[src/core/smaeb_pkg.sv]
/*
  Constants for the health attribute entry builder: entry layout, attribute
  identifiers, flag words, fixed values and slot placement in the data sector.
  Assumes the sector assembly logic addresses the sector byte by byte.
*/
package smaeb_pkg;

  // ------------------------------------------------------------------------
  // sector and entry layout
  // ------------------------------------------------------------------------
  localparam int ENTRY_BYTES = 12;
  localparam int ENTRY_BITS = 96;
  localparam int ENTRY_BASE = 2;
  localparam int MAX_ENTRIES = 30;
  localparam int NUM_ATTRS = 7;
  localparam int ADDR_W = 9;

  // byte positions inside one entry
  localparam int POS_ID = 0;
  localparam int POS_FLAGS = 1;
  localparam int POS_CUR = 3;
  localparam int POS_WORST = 4;
  localparam int POS_RAW = 5;
  localparam int POS_RAW_HI = 8;
  localparam int POS_RSVD = 11;

  // ------------------------------------------------------------------------
  // attribute identifiers
  // ------------------------------------------------------------------------
  localparam logic [7:0] ID_WORST_SPARE = 8'hd5;
  localparam logic [7:0] ID_ERASE = 8'he5;
  localparam logic [7:0] ID_ECC_TOTAL = 8'hcb;
  localparam logic [7:0] ID_ECC_CORR = 8'hcc;
  localparam logic [7:0] ID_CRC = 8'hc7;
  localparam logic [7:0] ID_READS = 8'he8;
  localparam logic [7:0] ID_POWER = 8'h0c;

  // ------------------------------------------------------------------------
  // flag words and fixed values
  // ------------------------------------------------------------------------
  localparam logic [15:0] FLAGS_ADVISORY = 16'h0002;
  localparam logic [15:0] FLAGS_PREFAIL = 16'h0003;
  localparam logic [7:0] FIXED_VALUE = 8'h64;
  localparam logic [7:0] RSVD_BYTE = 8'h00;

  // ------------------------------------------------------------------------
  // slot order of the entries built here (slot 0 is filled elsewhere)
  // ------------------------------------------------------------------------
  localparam int SLOT_FIRST = 1;
  localparam int SLOT_WORST_SPARE = 1;
  localparam int SLOT_ERASE = 2;
  localparam int SLOT_ECC_TOTAL = 3;
  localparam int SLOT_ECC_CORR = 4;
  localparam int SLOT_CRC = 5;
  localparam int SLOT_READS = 6;
  localparam int SLOT_POWER = 7;

  // ------------------------------------------------------------------------
  // life estimate divider
  // ------------------------------------------------------------------------
  localparam int NUM_W = 56;
  localparam int DIV_W = 48;
  localparam logic [7:0] PCT_FULL = 8'h64;

endpackage

[src/core/smaeb_builder.sv]
/*
  Health attribute entry builder: holds seven 12-byte attribute entries and
  answers byte reads from the sector assembly logic by sector byte offset.
  Assumes all counters and factory settings come from logic on the same clock.
*/

`timescale 1ns/1ps

module smaeb_builder #(
  parameter int SLOT_COUNT = smaeb_pkg::MAX_ENTRIES
) (
  // clock and reset
  input wire logic clk,
  input wire logic rst_n,
  // byte read port from the sector assembly logic
  input wire logic rd_en,
  input wire logic [smaeb_pkg::ADDR_W-1:0] rd_addr,
  output logic rd_valid,
  output logic rd_hit,
  output logic [7:0] rd_data,
  // worst flash chip spare block counts
  input wire logic [23:0] spare_init_worst,
  input wire logic [23:0] spare_cur_worst,
  // wear counters and factory settings
  input wire logic [47:0] erase_total,
  input wire logic [47:0] erase_target_total,
  input wire logic erase_prefail,
  input wire logic [7:0] erase_threshold,
  // error and activity counters
  input wire logic [31:0] ecc_total,
  input wire logic [31:0] ecc_corr,
  input wire logic [31:0] crc_err,
  input wire logic [47:0] flash_reads,
  input wire logic [31:0] power_cycles,
  // life estimate state
  output logic [7:0] life_pct,
  output logic [7:0] life_worst,
  output logic threshold_exceeded
);

  // ------------------------------------------------------------------------
  // entry packing
  // ------------------------------------------------------------------------

  // lays out one entry, low byte of every field at the lowest offset
  function automatic logic [smaeb_pkg::ENTRY_BITS-1:0] make_entry(
    input logic [7:0] id,
    input logic [15:0] flags,
    input logic [7:0] cur,
    input logic [7:0] worst,
    input logic [47:0] raw
  );
    make_entry = {smaeb_pkg::RSVD_BYTE, raw, worst, cur, flags, id};
  endfunction

  // picks one byte out of an entry
  function automatic logic [7:0] entry_byte(
    input logic [smaeb_pkg::ENTRY_BITS-1:0] entry,
    input logic [3:0] idx
  );
    entry_byte = entry[idx*8 +: 8];
  endfunction

  // ------------------------------------------------------------------------
  // life estimate state machine
  // ------------------------------------------------------------------------
  typedef enum logic [2:0] {
    SMAEB_IDLE = 3'b001,
    SMAEB_DIV = 3'b010,
    SMAEB_DONE = 3'b100
  } smaeb_state_e;

  // divider and life figure registers with their next values
  smaeb_state_e state_reg, state_next;
  logic [smaeb_pkg::NUM_W-1:0] num_reg, num_next;
  logic [smaeb_pkg::NUM_W-1:0] quo_reg, quo_next;
  logic [smaeb_pkg::DIV_W:0] rem_reg, rem_next;
  logic [smaeb_pkg::DIV_W-1:0] div_reg, div_next;
  logic [5:0] bit_cnt_reg, bit_cnt_next;
  logic [7:0] life_reg, life_next;
  logic [7:0] worst_reg, worst_next;
  logic exceed_reg, exceed_next;
  // helpers of the divider step
  logic [smaeb_pkg::DIV_W:0] rem_shift;
  logic [7:0] used_pct;
  logic [smaeb_pkg::NUM_W-1:0] scaled_erases;

  // erases scaled by one hundred so the quotient is a percentage
  assign scaled_erases = ({8'h00, erase_total} << 6) + ({8'h00, erase_total} << 5)
    + ({8'h00, erase_total} << 2);

  // next state of the restoring divider and the life figures
  always_comb begin
    state_next = state_reg;
    num_next = num_reg;
    quo_next = quo_reg;
    rem_next = rem_reg;
    div_next = div_reg;
    bit_cnt_next = bit_cnt_reg;
    life_next = life_reg;
    worst_next = worst_reg;
    rem_shift = {rem_reg[smaeb_pkg::DIV_W-1:0], num_reg[smaeb_pkg::NUM_W-1]};
    used_pct = smaeb_pkg::PCT_FULL;
    if (quo_reg < {48'h0000_0000_0000, smaeb_pkg::PCT_FULL}) begin
      used_pct = quo_reg[7:0];
    end
    case (state_reg)
      SMAEB_IDLE: begin
        // snapshot the counter and target, restart a division
        if (erase_target_total != 48'h0000_0000_0000) begin
          num_next = scaled_erases;
          div_next = erase_target_total;
          quo_next = '0;
          rem_next = '0;
          bit_cnt_next = 6'(smaeb_pkg::NUM_W - 1);
          state_next = SMAEB_DIV;
        end
      end
      SMAEB_DIV: begin
        // one quotient bit per clock
        num_next = {num_reg[smaeb_pkg::NUM_W-2:0], 1'b0};
        if (rem_shift >= {1'b0, div_reg}) begin
          rem_next = rem_shift - {1'b0, div_reg};
          quo_next = {quo_reg[smaeb_pkg::NUM_W-2:0], 1'b1};
        end else begin
          rem_next = rem_shift;
          quo_next = {quo_reg[smaeb_pkg::NUM_W-2:0], 1'b0};
        end
        if (bit_cnt_reg == 6'h00) begin
          state_next = SMAEB_DONE;
        end else begin
          bit_cnt_next = bit_cnt_reg - 6'h01;
        end
      end
      SMAEB_DONE: begin
        // remaining life, clamped at zero once the target is used up
        life_next = smaeb_pkg::PCT_FULL - used_pct;
        if (life_next < worst_reg) begin
          worst_next = life_next;
        end
        state_next = SMAEB_IDLE;
      end
      default: begin
        state_next = SMAEB_IDLE;
      end
    endcase
    // exceeded tracks the life figure of the same edge
    exceed_next = (life_next < erase_threshold);
  end

  // registers of the life estimate
  always_ff @(posedge clk) begin
    if (!rst_n) begin
      state_reg <= SMAEB_IDLE;
      num_reg <= '0;
      quo_reg <= '0;
      rem_reg <= '0;
      div_reg <= '0;
      bit_cnt_reg <= 6'h00;
      life_reg <= smaeb_pkg::PCT_FULL;
      worst_reg <= smaeb_pkg::PCT_FULL;
      exceed_reg <= 1'b0;
    end else begin
      state_reg <= state_next;
      num_reg <= num_next;
      quo_reg <= quo_next;
      rem_reg <= rem_next;
      div_reg <= div_next;
      bit_cnt_reg <= bit_cnt_next;
      life_reg <= life_next;
      worst_reg <= worst_next;
      exceed_reg <= exceed_next;
    end
  end

  // life figures straight from their registers
  assign life_pct = life_reg;
  assign life_worst = worst_reg;
  assign threshold_exceeded = exceed_reg;

  // ------------------------------------------------------------------------
  // entry contents
  // ------------------------------------------------------------------------
  // one packed entry per built slot
  logic [smaeb_pkg::ENTRY_BITS-1:0] entries [smaeb_pkg::NUM_ATTRS];
  logic [15:0] erase_flags;

  // flag type of the erase entry is a factory setting
  assign erase_flags = erase_prefail ? smaeb_pkg::FLAGS_PREFAIL
    : smaeb_pkg::FLAGS_ADVISORY;

  // all seven entries, in slot order
  always_comb begin
    // slot 1: worst-chip spare blocks
    entries[smaeb_pkg::SLOT_WORST_SPARE - smaeb_pkg::SLOT_FIRST] = make_entry(
      smaeb_pkg::ID_WORST_SPARE, smaeb_pkg::FLAGS_ADVISORY,
      smaeb_pkg::FIXED_VALUE, smaeb_pkg::FIXED_VALUE,
      {spare_cur_worst, spare_init_worst});
    // slot 2: erase count with life estimate
    entries[smaeb_pkg::SLOT_ERASE - smaeb_pkg::SLOT_FIRST] = make_entry(
      smaeb_pkg::ID_ERASE, erase_flags,
      life_reg, worst_reg,
      erase_total);
    // slot 3: all ECC errors
    entries[smaeb_pkg::SLOT_ECC_TOTAL - smaeb_pkg::SLOT_FIRST] = make_entry(
      smaeb_pkg::ID_ECC_TOTAL, smaeb_pkg::FLAGS_ADVISORY,
      smaeb_pkg::FIXED_VALUE, smaeb_pkg::FIXED_VALUE,
      {16'h0000, ecc_total});
    // slot 4: correctable ECC errors only
    entries[smaeb_pkg::SLOT_ECC_CORR - smaeb_pkg::SLOT_FIRST] = make_entry(
      smaeb_pkg::ID_ECC_CORR, smaeb_pkg::FLAGS_ADVISORY,
      smaeb_pkg::FIXED_VALUE, smaeb_pkg::FIXED_VALUE,
      {16'h0000, ecc_corr});
    // slot 5: UDMA CRC errors
    entries[smaeb_pkg::SLOT_CRC - smaeb_pkg::SLOT_FIRST] = make_entry(
      smaeb_pkg::ID_CRC, smaeb_pkg::FLAGS_ADVISORY,
      smaeb_pkg::FIXED_VALUE, smaeb_pkg::FIXED_VALUE,
      {16'h0000, crc_err});
    // slot 6: flash read commands
    entries[smaeb_pkg::SLOT_READS - smaeb_pkg::SLOT_FIRST] = make_entry(
      smaeb_pkg::ID_READS, smaeb_pkg::FLAGS_ADVISORY,
      smaeb_pkg::FIXED_VALUE, smaeb_pkg::FIXED_VALUE,
      flash_reads);
    // slot 7: power-on cycles
    entries[smaeb_pkg::SLOT_POWER - smaeb_pkg::SLOT_FIRST] = make_entry(
      smaeb_pkg::ID_POWER, smaeb_pkg::FLAGS_ADVISORY,
      smaeb_pkg::FIXED_VALUE, smaeb_pkg::FIXED_VALUE,
      {16'h0000, power_cycles});
  end

  // ------------------------------------------------------------------------
  // byte read port
  // ------------------------------------------------------------------------
  // offset split and the registered answer
  logic [smaeb_pkg::ADDR_W-1:0] rel_off;
  logic [smaeb_pkg::ADDR_W-1:0] slot_idx;
  logic [3:0] byte_idx;
  logic [7:0] data_next, data_reg;
  logic hit_next, hit_reg;
  logic valid_next, valid_reg;
  logic [smaeb_pkg::ADDR_W-1:0] local_slot;

  // splits the sector offset into slot and byte within the entry
  always_comb begin
    rel_off = rd_addr - smaeb_pkg::ADDR_W'(smaeb_pkg::ENTRY_BASE);
    slot_idx = rel_off / smaeb_pkg::ADDR_W'(smaeb_pkg::ENTRY_BYTES);
    byte_idx = 4'(rel_off % smaeb_pkg::ADDR_W'(smaeb_pkg::ENTRY_BYTES));
    local_slot = slot_idx - smaeb_pkg::ADDR_W'(smaeb_pkg::SLOT_FIRST);
    data_next = data_reg;
    hit_next = hit_reg;
    valid_next = rd_en;
    // every miss answers zero with hit low
    if (rd_en) begin
      data_next = 8'h00;
      hit_next = 1'b0;
      if (rd_addr < smaeb_pkg::ADDR_W'(smaeb_pkg::ENTRY_BASE)) begin
        hit_next = 1'b0;
      end else if (slot_idx >= smaeb_pkg::ADDR_W'(SLOT_COUNT)) begin
        hit_next = 1'b0;
      end else if (slot_idx < smaeb_pkg::ADDR_W'(smaeb_pkg::SLOT_FIRST)) begin
        hit_next = 1'b0;
      end else if (local_slot < smaeb_pkg::ADDR_W'(smaeb_pkg::NUM_ATTRS)) begin
        hit_next = 1'b1;
        data_next = entry_byte(entries[local_slot[2:0]], byte_idx);
      end
    end
  end

  // registers of the read port
  always_ff @(posedge clk) begin
    if (!rst_n) begin
      data_reg <= 8'h00;
      hit_reg <= 1'b0;
      valid_reg <= 1'b0;
    end else begin
      data_reg <= data_next;
      hit_reg <= hit_next;
      valid_reg <= valid_next;
    end
  end

  // read answer straight from its registers
  assign rd_valid = valid_reg;
  assign rd_hit = hit_reg;
  assign rd_data = data_reg;

endmodule

[config.mk]
export PLATFORM = sky130hd
export DESIGN_NAME = smaeb_builder
export DESIGN_NICKNAME = d
export VERILOG_FILES = /design/src/core/smaeb_pkg.sv /design/src/core/smaeb_builder.sv
export SDC_FILE = /design/constraint.sdc
export NUM_CORES = 1
export LEC_CHECK = 0
export ABC_AREA = 1
export BUFFER_PORTS_ARGS = -buffer_cell sky130_fd_sc_hd__buf_2
export CORE_ASPECT_RATIO = 1.25
export CORE_MARGIN = 3
export CORE_UTILIZATION = 52
export CTS_BUF_LIST = sky130_fd_sc_hd__clkbuf_4 sky130_fd_sc_hd__clkbuf_8 sky130_fd_sc_hd__clkbuf_16
export CTS_CLUSTER_SIZE = 8
export DETAILED_ROUTE_END_ITERATION = 10
export GPL_TIMING_DRIVEN = 0
export PLACE_DENSITY = 0.78
export SKIP_LAST_GASP = 1
export SYNTH_ARGS = -nofsm -noshare
export SYNTH_HDL_FRONTEND = slang
export SYNTH_SLANG_ARGS = --single-unit
[constraint.sdc]
create_clock -name clk -period 8.2 [get_ports clk]
set_input_delay 0.41 -clock clk [delete_from_list [all_inputs] [get_ports clk]]
set_output_delay 0.41 -clock clk [all_outputs]
set_load 0.05 [all_outputs]
==> metrics.md <==
| Metric | Value |
|---|---|
| Outcome | finished, final reports clean |
| IO Pins | 368 |
| DIE WIDTH | 182 µm |
| Maximum vdd drop | 0.000167 V |
| WP data arrival | 6760 ps |
| Worst Path Max Fanout | 12 |
| Critical hold path startpoint | erase_target_total[14] |
| Global-route wire length before repair | 125000 µm |
| Fmax | 0.159 GHz |
| Final Max Tran Viols | 0 |
| Ys flop type | dfxtp_1 |
| Post-cts sizing count | 0 |
| LEAKAGE | 11.2 nW |
| Switching Fraction | 48.0% |
| RSZ-0062 raised after global routing | false |
| Max-cap violation count | 0 |
| WL final | 84400 µm |
| Largest register FFs | 56 |
| Logic pwr share | 54.9% |
| FF-to-FF setup slack | 4210 ps |
| Hold Violations, Final | 0 |
| Post-CTS setup buffer count | 0 |
| IO buf count | 365 |
| Final Wtd Congestion | 1.07 |
| Reg2Reg Depth | 18 |
| Syn nets | 3681 |
| Global Route Usage Sum | 39.0% |
| Clock Tree Buf Depth | 3 |
| Reg-to-reg startpoint | quo_reg[40] |
| Power per cell area | 262 nW/µm² |
| Hpwl dp | 69200 µm |
| Setup TNS | 0 ps |
| Synth Cell Area | 20200 µm² |
| CP most frequent cell | nand2_1 |
| Fin nets | 4084 |
| Post-CTS Hold Fix Bufs | 0 |
| Sequential element share of the synthesized area | 23.9% |
| Syn avg cell area | 6.39 µm² |
| Post-DR wirelength/cell | 20.8 µm |
| Initial core utilization | 52.8% |
| Gr ovfl total | 0 |
| H-Tree Depth | 2 |
| Initial antenna violation count | 2 |
| Clk pwr share | 21.3% |
| Largest net degree at the start of global routing | 13 |
| Critical Path Start Type | input pin |
| Number of synthesized flops with an enable pin | 0 |
| Die area | 41300 µm² |
| Area Overhead vs Synth | 16.9% |
| Ys async rst share | 0% |
| Clock-pin slew on the worst setup and hold paths | 50 ps |
| Vias/cell | 5.76 |
| CP Capture Type | register |
| CTS root buf | clkbuf_16 |
| First drt pass iteration count | 6 |
| Hold Path Stages | 3 |
| Period Utilization, post-route | 76.9% |
| Reg2reg end | life_worst[6] |
| Final core utilization | 61.7% |
| CP Class | input pin to register |
| CTS tree | built |
| Worst-Margin Slew | 1010 ps |
| Sequential power share | 23.8% |
| Vias | 23424 |
| Core Rows | 80 |
| Yosys warns | 0 |
| Switching pwr | 2.98 mW |
| Synth unique cells | 60 |
| Hold path endpoint | div_reg[14] |
| Antenna Nets Post-Route | 0 |
| CP Data Required Time | 8650 ps |
| Num CTS Buffers | 36 |
| Hold Crit Class | input pin to register |
| Clock latency at the later pin of the worst-skew pair | 520 ps |
| Largest stage delay on the critical path | 620 ps |
| Number of global-route vias before repair | 22253 |
| Internal power consumption | 3.22 mW |
| Setup violators final | 0 |
| Starting DRC count in detailed routing | 2041 |
| Remaining DRCs | 0 |
| Slowest CP cell | buf_1 |
| Tmin final | 6310 ps |
| Slew margin rel. | 32.0% |
| Die Y | 227 µm |
| Core ar. | 38300 µm² |
| # fillers | 3867 |
| Post-Synthesis Cells | 3168 |
| Worst clock skew | 12.3 ps |
| Share of cells above drive strength 1 | 14.4% |
| Clock sink total | 242 |
| Flops & latches, synth | 242 |
critical path: cells and delay by family:
kind            cells  cell delay (ps)
compound gates      5              840
fa+ha+maj           2              780
buf+inv             9             2740
simple gates       15             1950
cell usage in the layout, fill, tap and decap left out, types with 4 or more instances in the layout:
master     count
o221ai_1       5
o21bai_1       4
o211ai_1      19
a211oi_1       4
a21oi_1      431
inv_1        341
a22oi_1       21
buf_1         14
nand2_1      798
clkinv_1       4
nor4_1        25
o21a_1        17
nand2_2       10
xor2_1        30
nor2_1       208
nand2_4        4
xnor2_1       37
buf_6         10
clkbuf_16     38
buf_2        382
nor3_1        18
a221oi_1       5
or2_2         25
a31oi_1       44
a31o_2         4
o21ai_0      207
inv_2          9
dfxtp_1      242
o21ai_1       16
clkbuf_1      92
nand4_1       23
buf_4         11
nand3b_1      17
nor2_2         7
a21boi_0       4
nand3_1      238
fa_1          46
ha_1         126
cells in the mapped netlist (3+ instances only):
master    count  share of area (%)
a211oi_1      4               0.15
a21boi_0      4               0.15
a21o_1        3               0.11
a21oi_1     431                 11
a221oi_1      5               0.22
a22oi_1      21               0.78
a31o_2        4               0.17
a31oi_1      44                1.4
a32oi_1       3               0.13
buf_1        14               0.26
buf_2        17               0.42
buf_4        11               0.41
buf_6        10               0.56
clkbuf_1     92                1.7
clkinv_1      4              0.074
dfxtp_1     242                 24
fa_1         46                4.6
ha_1        126                7.8
inv_1       341                6.3
inv_2         9               0.17
nand2_1     798                 15
nand2_2      10               0.31
nand2_4       4               0.22
nand3_1     238                5.9
nand3b_1     17               0.63
nand4_1      23               0.71
nor2_1      208                3.9
nor2_2        7               0.22
nor3_1       18               0.45
nor4_1       25               0.77
o211ai_1     19               0.71
o21a_1       17               0.63
o21ai_0     207                5.1
o21ai_1      16               0.40
o21bai_1      4               0.15
o221ai_1      5               0.22
o31ai_1       3               0.11
or2_2        25               0.77
xnor2_1      37                1.6
xor2_1       30                1.3
cell families after synthesis:
family	count (synthesis)	synth area share, %
other	1	0.0185
XOR/XNOR	67	2.90
flip-flops	242	23.9
adder cells (fa/ha/maj)	172	12.3
buffers and inverters	500	10.0
AO/OA/AOI/OAI	806	21.8
AND/OR/NAND/NOR	1380	29.0
layout make-up:
class	count	area [µm²]	area share, %
clock buffer	38	951	4.02
antenna	2	5.00	0.0212
timing repair buffer	365	1830	7.72
clock inverter	2	25.0	0.106
multi-input combinational	2426	13400	56.5
inverter	355	1340	5.64
sequential	242	4840	20.5
tap	492	616	2.60
buffer	145	693	2.93
stage by stage:
step	area, µm²	hold WS [ps]	instances	setup WS (ps)	power (mW)
5_1_grt	23700	235	4066	1450	6.56
6_report	23700	198	4067	1890	6.20
4_1_cts	23600	199	4065	2060	6.11
2_1_floorplan	20200	433	3168	3590	3.70
3_3_place_gp	22700	449	4025	1540	4.78
3_5_place_dp	22700	450	4025	1530	4.78
power by group through the flow:
| stage | registers [mW] | logic, mW | clock network (mW) |
|---|---|---|---|
| 2_1_floorplan | 1.49 | 2.22 | 0 |
| 3_3_place_gp | 1.49 | 3.29 | 0 |
| 3_5_place_dp | 1.49 | 3.29 | 0 |
| 4_1_cts | 1.47 | 3.31 | 1.33 |
| 5_1_grt | 1.49 | 3.70 | 1.37 |
| 6_report | 1.48 | 3.40 | 1.32 |
worst max path at each step:
stage	startpoint	endpoint	cells past startpoint	slack [ps]
after floorplan	rd_addr[1]	rd_data[6]	32	3590
after global placement	rd_addr[1]	rd_data[1]	31	1540
after detailed placement	rd_addr[1]	rd_data[1]	31	1530
after CTS	rd_addr[1]	rd_data[1]	31	2060
after global routing	rd_addr[1]	rd_data[6]	33	1450
final	rd_addr[1]	rd_data[1]	31	1890
per-layer routing:
layer	up-vias	wire length, µm	track usage [%]
met5	-	0	0
met4	0	6670	26.1
met3	302	6720	5.18
met2	1153	39300	66.4
met1	10622	31700	45.9
li1	11347	-	-
Power figures use the tool's default switching activity.
